--- src/include/dpm_consts.svh ---
`ifndef DPM_CONSTS_SVH
`define DPM_CONSTS_SVH

// Register byte addresses
`define DPM_ADDR_CTRL 12'h000
`define DPM_ADDR_OFFSET 12'h004
`define DPM_ADDR_AUXCFG 12'h008
`define DPM_ADDR_STATUS 12'h00C
`define DPM_ADDR_FREQ_MEASURE_PART_ONE 12'h010
`define DPM_ADDR_FREQ_MEASURE_PART_TWO 12'h014
`define DPM_ADDR_FREQ_MEASURE_PART_THREE 12'h018
`define DPM_ADDR_PHASE_MEASURE_PART_ONE 12'h01C
`define DPM_ADDR_PHASE_MEASURE_PART_TWO 12'h020
`define DPM_ADDR_BW 12'h024

// Control register fields
`define DPM_CTRL_BUILD_OUT_ENABLE 0
`define DPM_CTRL_RECALIBRATION_REQUEST_REQUEST 1
`define DPM_CTRL_CROSS_MEAS 2
`define DPM_CTRL_MEAS_SRC 3
`define DPM_CTRL_RESET 32'h0000_0000

// Offset: signed 17 bit, 6 ps per step, +/-200 ns
`define DPM_OFFSET_STEP_PS 6
`define DPM_OFFSET_SPAN_PS 200000
`define DPM_OFFSET_MAX 17'sd33333
`define DPM_OFFSET_MIN -17'sd33333

// Frequency and phase measurement
`define DPM_FREQ_MAX 24'sd260756
`define DPM_FREQ_MIN -24'sd260756
`define DPM_PHASE_AVG_SHIFT 4

// Bandwidth selections
`define DPM_MAIN_BW_POSITIONS 4'd13
`define DPM_AUX_BW_POSITIONS 2'd3

// Ramp: one offset step per tick, divider reset pulse length
`define DPM_RAMP_NS 20
`define DPM_CLK_NS 20
`define DPM_RAMP_CYCLES ((`DPM_RAMP_NS + `DPM_CLK_NS - 1) / `DPM_CLK_NS)
`define DPM_DIVRST_CYCLES 4

// Locking modes
`define DPM_LOCK_DIRECT 2'b00
`define DPM_LOCK_8K 2'b01
`define DPM_LOCK_DIV8K 2'b10
`define DPM_LOCK_INTEGER_DIVIDE_MODE 2'b11

`endif

--- src/include/dpm_pkg.sv ---
package dpm_pkg;
	typedef enum logic [2:0] {
		DPM_IDLE = 3'b000,
		DPM_HOLD = 3'b001,
		DPM_RAMP_ZERO = 3'b010,
		DPM_DIV_RESET = 3'b011,
		DPM_RAMP_BACK = 3'b100,
		DPM_RELEASE = 3'b101
	} dpm_recalibration_request_e;

	typedef enum logic [1:0] {
		DPM_ST_FREERUN = 2'b00,
		DPM_ST_HOLDOVER = 2'b01,
		DPM_ST_LOCKING = 2'b10,
		DPM_ST_LOCKED = 2'b11
	} dpm_loop_e;

	typedef struct packed {
		logic signed [23:0] freq;
		logic signed [15:0] phase;
	} dpm_meas_s;
endpackage

--- src/hw/dpm_top.sv ---
`timescale 1ns/1ps
`include "dpm_consts.svh"

module dpm_top
	import dpm_pkg::*;
(
	input wire logic clk,
	input wire logic resetn,
	input wire logic psel,
	input wire logic penable,
	input wire logic pwrite,
	input wire logic [11:0] paddr,
	input wire logic [31:0] pwdata,
	output logic [31:0] prdata,
	output logic pready,
	output logic pslverr,
	input wire dpm_loop_e main_loop_state,
	input wire logic build_out_event,
	input wire dpm_meas_s main_meas,
	input wire dpm_meas_s aux_meas,
	input wire logic [1:0] main_ref_lock_mode,
	input wire logic [1:0] forced_ref_lock_mode,
	output logic signed [16:0] feedback_offset,
	output logic mini_holdover,
	output logic divider_reset,
	output logic build_out_allowed,
	output logic aux_lock_disable,
	output logic [3:0] aux_forced_input_select,
	output logic [1:0] copy_lock_mode,
	output logic [3:0] main_bw_select,
	output logic [1:0] aux_bw_select
);
	logic [31:0] ctrl_reg;
	logic signed [16:0] offset_reg;
	logic signed [16:0] target_reg;
	dpm_recalibration_request_e recalibration_request_reg;
	logic [2:0] divcnt_reg;
	logic [7:0] tick_reg;
	logic signed [23:0] freq_reg;
	logic signed [15:0] phase_reg;
	logic signed [19:0] phase_acc_reg;
	logic signed [23:0] freq_src;
	logic signed [15:0] phase_src;
	logic [31:0] rdata_next;
	logic wr_en;
	logic rd_hit;
	logic held_state;
	logic ramp_tick;
	logic signed [16:0] wr_offset;
	logic signed [16:0] ramp_goal;
	logic recalibration_request_start;

	assign pready = 1'b1;
	assign wr_en = psel && penable && pwrite;
	assign held_state = (main_loop_state == DPM_ST_FREERUN)
		|| (main_loop_state == DPM_ST_HOLDOVER);
	assign ramp_tick = (tick_reg == 8'(`DPM_RAMP_CYCLES - 1));
	assign recalibration_request_start = wr_en && (paddr == `DPM_ADDR_CTRL)
		&& pwdata[`DPM_CTRL_RECALIBRATION_REQUEST_REQUEST] && (recalibration_request_reg == DPM_IDLE);

	// Saturate the written offset to the +/-200 ns span
	always_comb
	begin
		wr_offset = signed'(pwdata[16:0]);
		if (wr_offset > `DPM_OFFSET_MAX)
			wr_offset = `DPM_OFFSET_MAX;
		else if (wr_offset < `DPM_OFFSET_MIN)
			wr_offset = `DPM_OFFSET_MIN;
	end

	// Control and configuration registers
	always_ff @(posedge clk)
	begin
		if (!resetn)
		begin
			ctrl_reg <= `DPM_CTRL_RESET;
			target_reg <= 17'sd0;
			aux_forced_input_select <= 4'h0;
			main_bw_select <= 4'h0;
			aux_bw_select <= 2'h0;
		end
		else if (wr_en)
		begin
			unique case (paddr)
				`DPM_ADDR_CTRL:
				begin
					ctrl_reg <= {28'h0, pwdata[3], pwdata[2], 1'b0, pwdata[0]};
				end
				`DPM_ADDR_OFFSET:
				begin
					target_reg <= wr_offset;
				end
				`DPM_ADDR_AUXCFG:
				begin
					aux_forced_input_select <= pwdata[3:0];
				end
				`DPM_ADDR_BW:
				begin
					if (pwdata[3:0] < `DPM_MAIN_BW_POSITIONS)
						main_bw_select <= pwdata[3:0];
					if (pwdata[9:8] < `DPM_AUX_BW_POSITIONS)
						aux_bw_select <= pwdata[9:8];
				end
				default:
				begin
				end
			endcase
		end
	end

	assign build_out_allowed = ctrl_reg[`DPM_CTRL_BUILD_OUT_ENABLE];
	// Aux locking off while comparing against the main reference copy
	assign aux_lock_disable = ctrl_reg[`DPM_CTRL_CROSS_MEAS];

	// Copy locking mode; direct-forced and non-8k divide stay direct
	always_comb
	begin
		copy_lock_mode = `DPM_LOCK_DIRECT;
		if (ctrl_reg[`DPM_CTRL_CROSS_MEAS]
			&& ((forced_ref_lock_mode == `DPM_LOCK_8K)
			|| (forced_ref_lock_mode == `DPM_LOCK_DIV8K)))
		begin
			unique case (main_ref_lock_mode)
				`DPM_LOCK_DIRECT: copy_lock_mode = `DPM_LOCK_8K;
				`DPM_LOCK_8K: copy_lock_mode = `DPM_LOCK_8K;
				`DPM_LOCK_DIV8K: copy_lock_mode = `DPM_LOCK_DIV8K;
				`DPM_LOCK_INTEGER_DIVIDE_MODE: copy_lock_mode = `DPM_LOCK_DIRECT;
			endcase
		end
	end

	// Ramp pacing: during recalibration the loop sees small steps, not one phase jump
	always_ff @(posedge clk)
	begin
		if (!resetn || ramp_tick)
			tick_reg <= 8'h00;
		else
			tick_reg <= tick_reg + 8'h01;
	end

	// Recalibration sequencer
	always_ff @(posedge clk)
	begin
		if (!resetn)
		begin
			recalibration_request_reg <= DPM_IDLE;
			divcnt_reg <= 3'd0;
		end
		else
		begin
			unique case (recalibration_request_reg)
				DPM_IDLE:
				begin
					if (recalibration_request_start)
						recalibration_request_reg <= DPM_HOLD;
				end
				DPM_HOLD:
				begin
					recalibration_request_reg <= DPM_RAMP_ZERO;
				end
				DPM_RAMP_ZERO:
				begin
					if (offset_reg == 17'sd0)
					begin
						recalibration_request_reg <= DPM_DIV_RESET;
						divcnt_reg <= 3'd0;
					end
				end
				DPM_DIV_RESET:
				begin
					divcnt_reg <= divcnt_reg + 3'd1;
					if (divcnt_reg == 3'(`DPM_DIVRST_CYCLES - 1))
						recalibration_request_reg <= DPM_RAMP_BACK;
				end
				DPM_RAMP_BACK:
				begin
					if (offset_reg == target_reg)
						recalibration_request_reg <= DPM_RELEASE;
				end
				DPM_RELEASE:
				begin
					recalibration_request_reg <= DPM_IDLE;
				end
				default:
				begin
					recalibration_request_reg <= DPM_IDLE;
				end
			endcase
		end
	end

	assign mini_holdover = (recalibration_request_reg != DPM_IDLE) && (recalibration_request_reg != DPM_RELEASE);
	assign divider_reset = (recalibration_request_reg == DPM_DIV_RESET);

	// Goal of the applied feedback offset
	always_comb
	begin
		if (recalibration_request_reg == DPM_RAMP_ZERO || recalibration_request_reg == DPM_HOLD
			|| recalibration_request_reg == DPM_DIV_RESET)
			ramp_goal = 17'sd0;
		else if (recalibration_request_reg == DPM_RAMP_BACK)
			ramp_goal = target_reg;
		else if (build_out_allowed)
			ramp_goal = offset_reg;
		else
			ramp_goal = target_reg;
	end

	// Applied offset; frozen in free-run or holdover unless recalibrating, so no hit appears
	always_ff @(posedge clk)
	begin
		if (!resetn)
			offset_reg <= 17'sd0;
		else if (recalibration_request_reg != DPM_IDLE && recalibration_request_reg != DPM_RELEASE && ramp_tick)
		begin
			if (offset_reg < ramp_goal)
				offset_reg <= offset_reg + 17'sd1;
			else if (offset_reg > ramp_goal)
				offset_reg <= offset_reg - 17'sd1;
		end
		else if (recalibration_request_reg == DPM_IDLE && !held_state)
			offset_reg <= ramp_goal;
	end

	// Only the feedback synthesizer sees it; loop bandwidth shapes output
	assign feedback_offset = offset_reg;

	// Measurement source select
	always_comb
	begin
		if (ctrl_reg[`DPM_CTRL_MEAS_SRC])
		begin
			freq_src = aux_meas.freq;
			phase_src = aux_meas.phase;
		end
		else
		begin
			freq_src = main_meas.freq;
			phase_src = main_meas.phase;
		end
	end

	// Frequency sample clamped; phase averaged by a one-pole filter
	always_ff @(posedge clk)
	begin
		if (!resetn)
		begin
			freq_reg <= 24'sd0;
			phase_acc_reg <= 20'sd0;
			phase_reg <= 16'sd0;
		end
		else
		begin
			if (freq_src > `DPM_FREQ_MAX)
				freq_reg <= `DPM_FREQ_MAX;
			else if (freq_src < `DPM_FREQ_MIN)
				freq_reg <= `DPM_FREQ_MIN;
			else
				freq_reg <= freq_src;
			phase_acc_reg <= phase_acc_reg + 20'(phase_src)
				- (phase_acc_reg >>> `DPM_PHASE_AVG_SHIFT);
			phase_reg <= 16'(phase_acc_reg >>> `DPM_PHASE_AVG_SHIFT);
		end
	end

	// Read decode; unmapped reads give zero with pslverr
	always_comb
	begin
		rd_hit = 1'b1;
		rdata_next = 32'h0000_0000;
		unique case (paddr)
			`DPM_ADDR_CTRL: rdata_next = ctrl_reg;
			`DPM_ADDR_OFFSET: rdata_next = {{15{target_reg[16]}}, target_reg};
			`DPM_ADDR_AUXCFG: rdata_next = {28'h0, aux_forced_input_select};
			`DPM_ADDR_STATUS: rdata_next = {24'h0, 3'(recalibration_request_reg), 3'h0,
				mini_holdover, recalibration_request_reg != DPM_IDLE};
			`DPM_ADDR_FREQ_MEASURE_PART_ONE: rdata_next = {24'h0, freq_reg[7:0]};
			`DPM_ADDR_FREQ_MEASURE_PART_TWO: rdata_next = {24'h0, freq_reg[15:8]};
			`DPM_ADDR_FREQ_MEASURE_PART_THREE: rdata_next = {24'h0, freq_reg[23:16]};
			`DPM_ADDR_PHASE_MEASURE_PART_ONE: rdata_next = {24'h0, phase_reg[7:0]};
			`DPM_ADDR_PHASE_MEASURE_PART_TWO: rdata_next = {24'h0, phase_reg[15:8]};
			`DPM_ADDR_BW: rdata_next = {22'h0, aux_bw_select, 4'h0, main_bw_select};
			default: rd_hit = 1'b0;
		endcase
	end

	always_ff @(posedge clk)
	begin
		if (!resetn)
			prdata <= 32'h0000_0000;
		else if (psel && !penable && !pwrite)
			prdata <= rdata_next;
	end

	always_comb
	begin
		pslverr = psel && penable && !rd_hit;
	end
endmodule

--- config.mk ---
export PLATFORM = sky130hd
export DESIGN_NAME = dpm_top
export DESIGN_NICKNAME = d
export VERILOG_FILES = /design/src/include/dpm_pkg.sv /design/src/hw/dpm_top.sv
export VERILOG_INCLUDE_DIRS = /design/src /design/src/include
export SDC_FILE = /design/constraint.sdc
export NUM_CORES = 1
export LEC_CHECK = 0
export ABC_AREA = 0
export BUFFER_PORTS_ARGS = -buffer_cell sky130_fd_sc_hd__buf_2
export CAP_MARGIN = 20
export CELL_PAD_IN_SITES_DETAIL_PLACEMENT = 1
export CELL_PAD_IN_SITES_GLOBAL_PLACEMENT = 2
export CORE_UTILIZATION = 32
export CTS_CLUSTER_SIZE = 14
export DETAILED_ROUTE_END_ITERATION = 7
export GPL_TIMING_DRIVEN = 1
export PLACE_DENSITY_LB_ADDON = 0.1
export SYNTH_ARGS = -nofsm -noshare
export SYNTH_HDL_FRONTEND = slang
export SYNTH_SLANG_ARGS = --single-unit
--- constraint.sdc ---
create_clock -name clk -period 7.3 [get_ports clk]
set_input_delay 1.46 -clock clk [delete_from_list [all_inputs] [get_ports clk]]
set_output_delay 1.46 -clock clk [all_outputs]
set_load 0.005 [all_outputs]
---- Word level (Yosys, flattened, before mapping) ----
Index checks and enable logic that the tools add are counted.
cells by class
  $add $sub $neg .......................... 6
  $lt $le $gt $ge ......................... 8
  equality and inequality tests ........... 27
  muxes and demuxes ....................... 24
  bitwise gates (word level) .............. 1
  reductions and logical operators ........ 43
operators by type and width
  cell                                                           count
  one-hot mux 32 bit (10 select lines)                           1
  two-way mux 17 bit                                             9
  equality test 12 x 5 -> 1 bit (second input constant)          4
  two-way mux 24 bit                                             2
  equality test 12 x 4 -> 1 bit (second input constant)          2
  equality test 12 x 6 -> 1 bit (second input constant)          2
  > comparator 24 x 19 -> 1 bit (second input constant)          1
  less-than comparator 24 x 19 -> 1 bit (second input constant)  1
  adder 20 x 16 -> 20 bit                                        1
  subtractor 20 x 16 -> 20 bit                                   1
  two-way mux 18 bit                                             1
  adder 17 x 2 -> 17 bit (second input constant)                 1
  equality test 17 bit                                           1
  > comparator 17 bit                                            1
  > comparator 17 bit (second input constant)                    1
  zero test 17 bit                                               1
  less-than comparator 17 bit                                    1
  less-than comparator 17 bit (second input constant)            1
  subtractor 17 x 2 -> 17 bit (second input constant)            1
  two-way mux 16 bit                                             1
  two-way mux 3 bit                                              5
  one-hot mux 3 bit (5 select lines)                             1
  equality test 12 x 3 -> 1 bit (second input constant)          1
  logical AND 1 bit                                              12
  32 further kinds                                               56
word-level totals
  bits in registers ....................... 153
  input port bits ......................... 136
  output and inout port bits .............. 67

---- Logic depth before layout (Yosys ltp) ----
  word-level depth ........................ 8
  gate-level depth with buffers ........... 25

---- Worst setup path after synthesis ----
OpenSTA, ideal clock, no wires.
  kind .................................... flip-flop to flip-flop
  start ................................... register recalibration_request_reg[1]
  end ..................................... register offset_reg[16] (netlist: feedback_offset[16])
  library setup time ...................... 120 ps
  arrival ................................. 5275 ps
  data required time ...................... 7180 ps
  slack ................................... 1906 ps
  stages on the path, launching flop included .. 25
  path buffers ............................ 4
  path through ............................ dfxtp_1 -> clkbuf_1 -> nor2_1 -> nand2_1 -> nand2_1 -> clkbuf_1 -> nand2_1 -> a21o_1 -> ha_1 -> a211oi_2 -> nor2_1 -> o31a_1 -> o21ai_1 -> and2_1 -> buf_6 -> clkbuf_1 -> xnor2_1 -> ha_1 -> and4_1 -> and3_1 -> or3_1 -> a32o_2 -> a2111o_1 -> and4b_1 -> o31a_1
between the ends
  word-level cells in the longest chain between the ends .. 7
RTL lines
  item                                                                                 line                            text
  start: declaration                                                                   dpm_top.sv:36                   dpm_recalibration_request_e recalibration_request_reg;
  start signal: assignment                                                             dpm_top.sv:146                  recalibration_request_reg <= DPM_IDLE;
  start signal: assignment                                                             dpm_top.sv:155                  recalibration_request_reg <= DPM_HOLD;
  start signal: assignment                                                             dpm_top.sv:159                  recalibration_request_reg <= DPM_RAMP_ZERO;
  equality test 3 x 2 -> 1 bit / equality test 3 x 1 -> 1 bit (equally long branches)  dpm_top.sv:198                  if (recalibration_request_reg == DPM_RAMP_ZERO || recalibration_request_reg == DPM_HOLD
  logical OR 1 bit                                                                     dpm_top.sv:198
  logical OR 1 bit                                                                     dpm_top.sv:199                  || recalibration_request_reg == DPM_DIV_RESET)
  two-way mux 17 bit                                                                   dpm_top.sv:198
  less-than comparator 17 bit / > comparator 17 bit (equally long branches)            dpm_top.sv:216, dpm_top.sv:218
  != test 3 x 1 -> 1 bit (no line) / two-way mux 17 bit (equally long branches)        n/a
  AND reduction 2 bit (no line) / two-way mux 17 bit (equally long branches)           n/a
  end signal: assignment                                                               dpm_top.sv:217                  offset_reg <= offset_reg + 17'sd1;
  end signal: assignment                                                               dpm_top.sv:219                  offset_reg <= offset_reg - 17'sd1;
  end signal: assignment                                                               dpm_top.sv:222                  offset_reg <= ramp_goal;
  end: declaration                                                                     dpm_top.sv:34                   logic signed [16:0] offset_reg;
Several ways; a longest one is shown, not always the timed one. The select of a mux whose other input is x is not followed.
A chain may end at the register's enable or synchronous reset.

---- Final worst setup path ----
  start ................................... register ctrl_reg[0]
  end ..................................... register offset_reg[16] (netlist: feedback_offset[16])
between the ends
  word-level cells in the longest chain between the ends .. 6
RTL lines
  item                                                                           line                            text
  start: declaration                                                             dpm_top.sv:33                   logic [31:0] ctrl_reg;
  start signal: assignment                                                       dpm_top.sv:76                   ctrl_reg <= `DPM_CTRL_RESET;
  start signal: assignment                                                       dpm_top.sv:87                   ctrl_reg <= {28'h0, pwdata[3], pwdata[2], 1'b0, pwdata[0]};
  two-way mux 17 bit (*)                                                         dpm_top.sv:203                  else if (build_out_allowed)
  two-way mux 17 bit (*)                                                         dpm_top.sv:201                  else if (recalibration_request_reg == DPM_RAMP_BACK)
  two-way mux 17 bit (*)                                                         dpm_top.sv:198
  less-than comparator 17 bit / > comparator 17 bit (equally long branches)      dpm_top.sv:216, dpm_top.sv:218
  != test 3 x 1 -> 1 bit (no line) / two-way mux 17 bit (equally long branches)  n/a
  AND reduction 2 bit (no line) / two-way mux 17 bit (equally long branches)     n/a
Every way passes the cells marked *; elsewhere a longest branch is shown, timed or not. The select of a mux whose other input is x is not followed.

==> metrics.md <==
| Metric | Value |
|---|---|
| Hpwl dp | approximately 26000 um |
| XOR/XNOR Fraction of Synth Area | under 10% |
| Layout cell share with drive strength beyond 1 | 20.1% |
| Routability congestion estimate | 0.787 |
| Post-CTS setup buffers | 0 |
| Pleak | 4.85 nW |
| IO Pins | 203 |
| Synth Area in Simple Gates | about a quarter |
| Setup TNS | 0 ns |
| Gate Count Post-Synth | 1203 |
| Largest cells by area after synthesis | dfxtp_1 (29%), nor2_1 (5.9%), ha_1 (5.8%) |
| Clock transition at path regs | roughly 0.070 ns |
| Async set or reset register ratio after synthesis | 0% |
| Post-synth EDFFs | 0 |
| Fill cell count | 3541 |
| Sequential share of the synthesized area | between 20% and 30% |
| Row count | 62 |
| Synth Cell Area | 9500 sq um |
| First-pass GRT wire length | 53000 um |
| Tmin final | 5.92 ns |
| R2R Setup Slk | 1.38 ns |
| H-tree depth | 4 |
| Final setup viols | 0 |
| Worst Path Arrival | 6.25 ns |
| Drt via density | approximately 5.4 |
| Synth area leader | dfxtp_1 |
| Cell area power density | 278 nW/um^2 |
| Yosys reg bits | about 140 |
| Crit Path Class | reg -> reg |
| Drt wl/cell | 19.4 um |
| Post-Synth Adder-Cell Area | 9.80% |
| Relative slew margins | between 30% and 40% |
| Yosys top cell area share | 29.1% |
| Diodes inserted | 0 |
| Top FF cell, synth | dfxtp_1 |
| CTS tree | built |
| Mux contribution to synthesized area | 6.82% |
| Reg area | 2770 sq um |
| Longest Clk Path Bufs | 2 |
| DR vias | approximately 9300 |
| Pin count of the biggest net entering global routing | 63 |
| Area delta synth->final | 18.0% |
| Largest register FFs | 24 |
| Starting Density | 32.8% |
| Crit start category | flip-flop |
| Hold_buf cts | 0 |
| Yosys warning count | 0 |
| Vias in the first global route | ~9500 |
| Worst setup margin | 1.38 ns |
| Die H | 174 um |
| # Max-Cap Violations | 0 |
| Worst Hold Class | reg -> reg |
| Post-Route WL | approximately 34000 um |
| Synth Net Count | 1402 |
| Port-buffer cells | 184 |
| CTS sink cnt | approximately 140 |
| Peak supply drop | 0.000235 V |
| Synthesized area per cell | 7.90 sq um |
| Largest family of logic cells by synthesized area | simple AND/OR/NAND/NOR gates |
| Status | completed |
| Die Wd | 174 um |
| Post-synthesis cell type count | between 70 and 80 |
| CTS buffer count | 17 |
| All-Layer GR Usage | 22.3% |
| Core ar. | 28900 sq um |
| Initial antenna violation count | 2 |
| Antenna-violating nets left | 0 |
| Post-CTS resize count | 0 |
| Period utilization | about four fifths |
| Full die area | 30400 sq um |
| Clock Skews | 0.0137 ns |
| Drt first pass iters | 5 |
| Final hold viol count | 0 |
| Post-synthesis compound-gate area fraction | 19.7% |
| Crit Path Max Fanout | 19 |
| Max-slew violation count | 0 |
| Max Freq | 169 MHz |
| Clk root buf | clkbuf_16 |
| Worst path required time | 7.63 ns |
| Area of the multi-input gates | about 6100 sq um |
| Setup Slack @ Placement | 1.43 ns |
| RSZ-0062 raised after global routing | false |
| Post-route DRC violation count | 0 |
| Initial detailed-routing violation count | 429 |
| Clock latency at the later pin of the worst-skew pair | between 0.4 and 0.5 ns |
| Slew @ Worst Pin | 0.912 ns |
| Worst Setup End Kind | flip-flop |
| Total gr overflow | 0 |
| Layout Nets | 1536 |
## metrics by stage
stage	util [%]	instance area, sq um	total power (W)	cells	hold WS [ns]
global route	38.8	11200	0.00340	1734	0.478
CTS	38.8	11200	0.00316	1734	0.461
global placement	36.8	10600	0.00226	1702	0.440
finish	38.8	11200	0.00312	1734	0.455
floorplan	-	9500	0.00194	1203	0.448
detailed placement	36.8	10600	0.00228	1702	0.450
## worst paths after layout
kind | start | endpoint | depth (start not counted)
setup / recovery | ctrl_reg[0] | feedback_offset[16] | 19
hold / removal | prdata[13] | prdata[13] | 2
setup reg to reg | ctrl_reg[0] | feedback_offset[16] | 19
hold reg to reg | prdata[13] | prdata[13] | 2
## worst max-delay path: stages (launching register included)
cell and delay [ns]:
dfxtp_1 0.82, nand2_1 0.62, mux2_2 0.37, o21ai_0 0.15, ha_1 0.39, nand4_4 0.15, nor2_2 0.21, o31a_1 0.25
o21ai_1 0.10, buf_4 0.20, and2_1 0.17, xnor2_1 0.13, ha_1 0.28, and4_1 0.27, and3_1 0.21, or3_1 0.31
a32o_2 0.31, a2111o_1 0.38, and4b_1 0.21, o31a_1 0.28
## per-layer routing
layer	GRT usage [%]	vias to the layer above	share of wire, %
li1	-	4557	-
met1	27.3	4566	44
met2	39.6	141	50
met3	3.81	41	3.5
met4	6.87	4	2.1
met5	0	-	0.077
## power by group
part / internal, W / switching, W / total [W]
clock: 0.000486 / 0.000380 / 0.000866
sequential: 0.000841 / 0.0000582 / 0.000900
combinational: 0.000584 / 0.000767 / 0.00135
## kinds of logic after synthesis
family / after synthesis
AND/OR/NAND/NOR: 456
multiplexers: 63
buffers and inverters: 161
flip-flops: 138
adder cells (fa/ha/maj): 63
AO/OA/AOI/OAI: 282
other: 1
XOR/XNOR: 39
## layout by cell type, fill, tap and decap left out, types with 23 or more instances in the layout
cell       n
a21oi_1   84
nor2_1   150
nand2_1   66
inv_1     74
buf_2    184
xor2_1    28
a31oi_1   23
ha_1      44
dfxtp_1  137
nand3_1   58
nor3_1    51
mux2i_1   49
o21ai_0   49
## synthesized netlist by cell type, types with 11 or more instances
library cell,n
mux2i_1,49
and3_1,15
nor3_1,51
clkbuf_1,55
ha_1,44
nand3_1,58
dfxtp_1,138
a31oi_1,23
buf_4,18
a221oi_1,11
xor2_1,28
nor4_1,14
mux2_2,14
a21o_1,22
a21oi_1,84
and2_1,12
nor2_1,150
xnor2_1,11
inv_1,74
or3_1,11
nand4_1,13
nand2b_1,17
nand2_1,66
fa_1,19
o21ai_0,49
## area by class of cell
cell class / count / share of cell area (%)
clock buffers: 18 / 3.92
clock inverters: 14 / 1.24
inverters: 75 / 2.51
multi-input cells: 904 / 54.0
flip-flops and latches: 138 / 24.7
well taps: 384 / 4.28
repair buffers: 201 / 9.35
No activity file was read; power rests on OpenSTA's default activity.
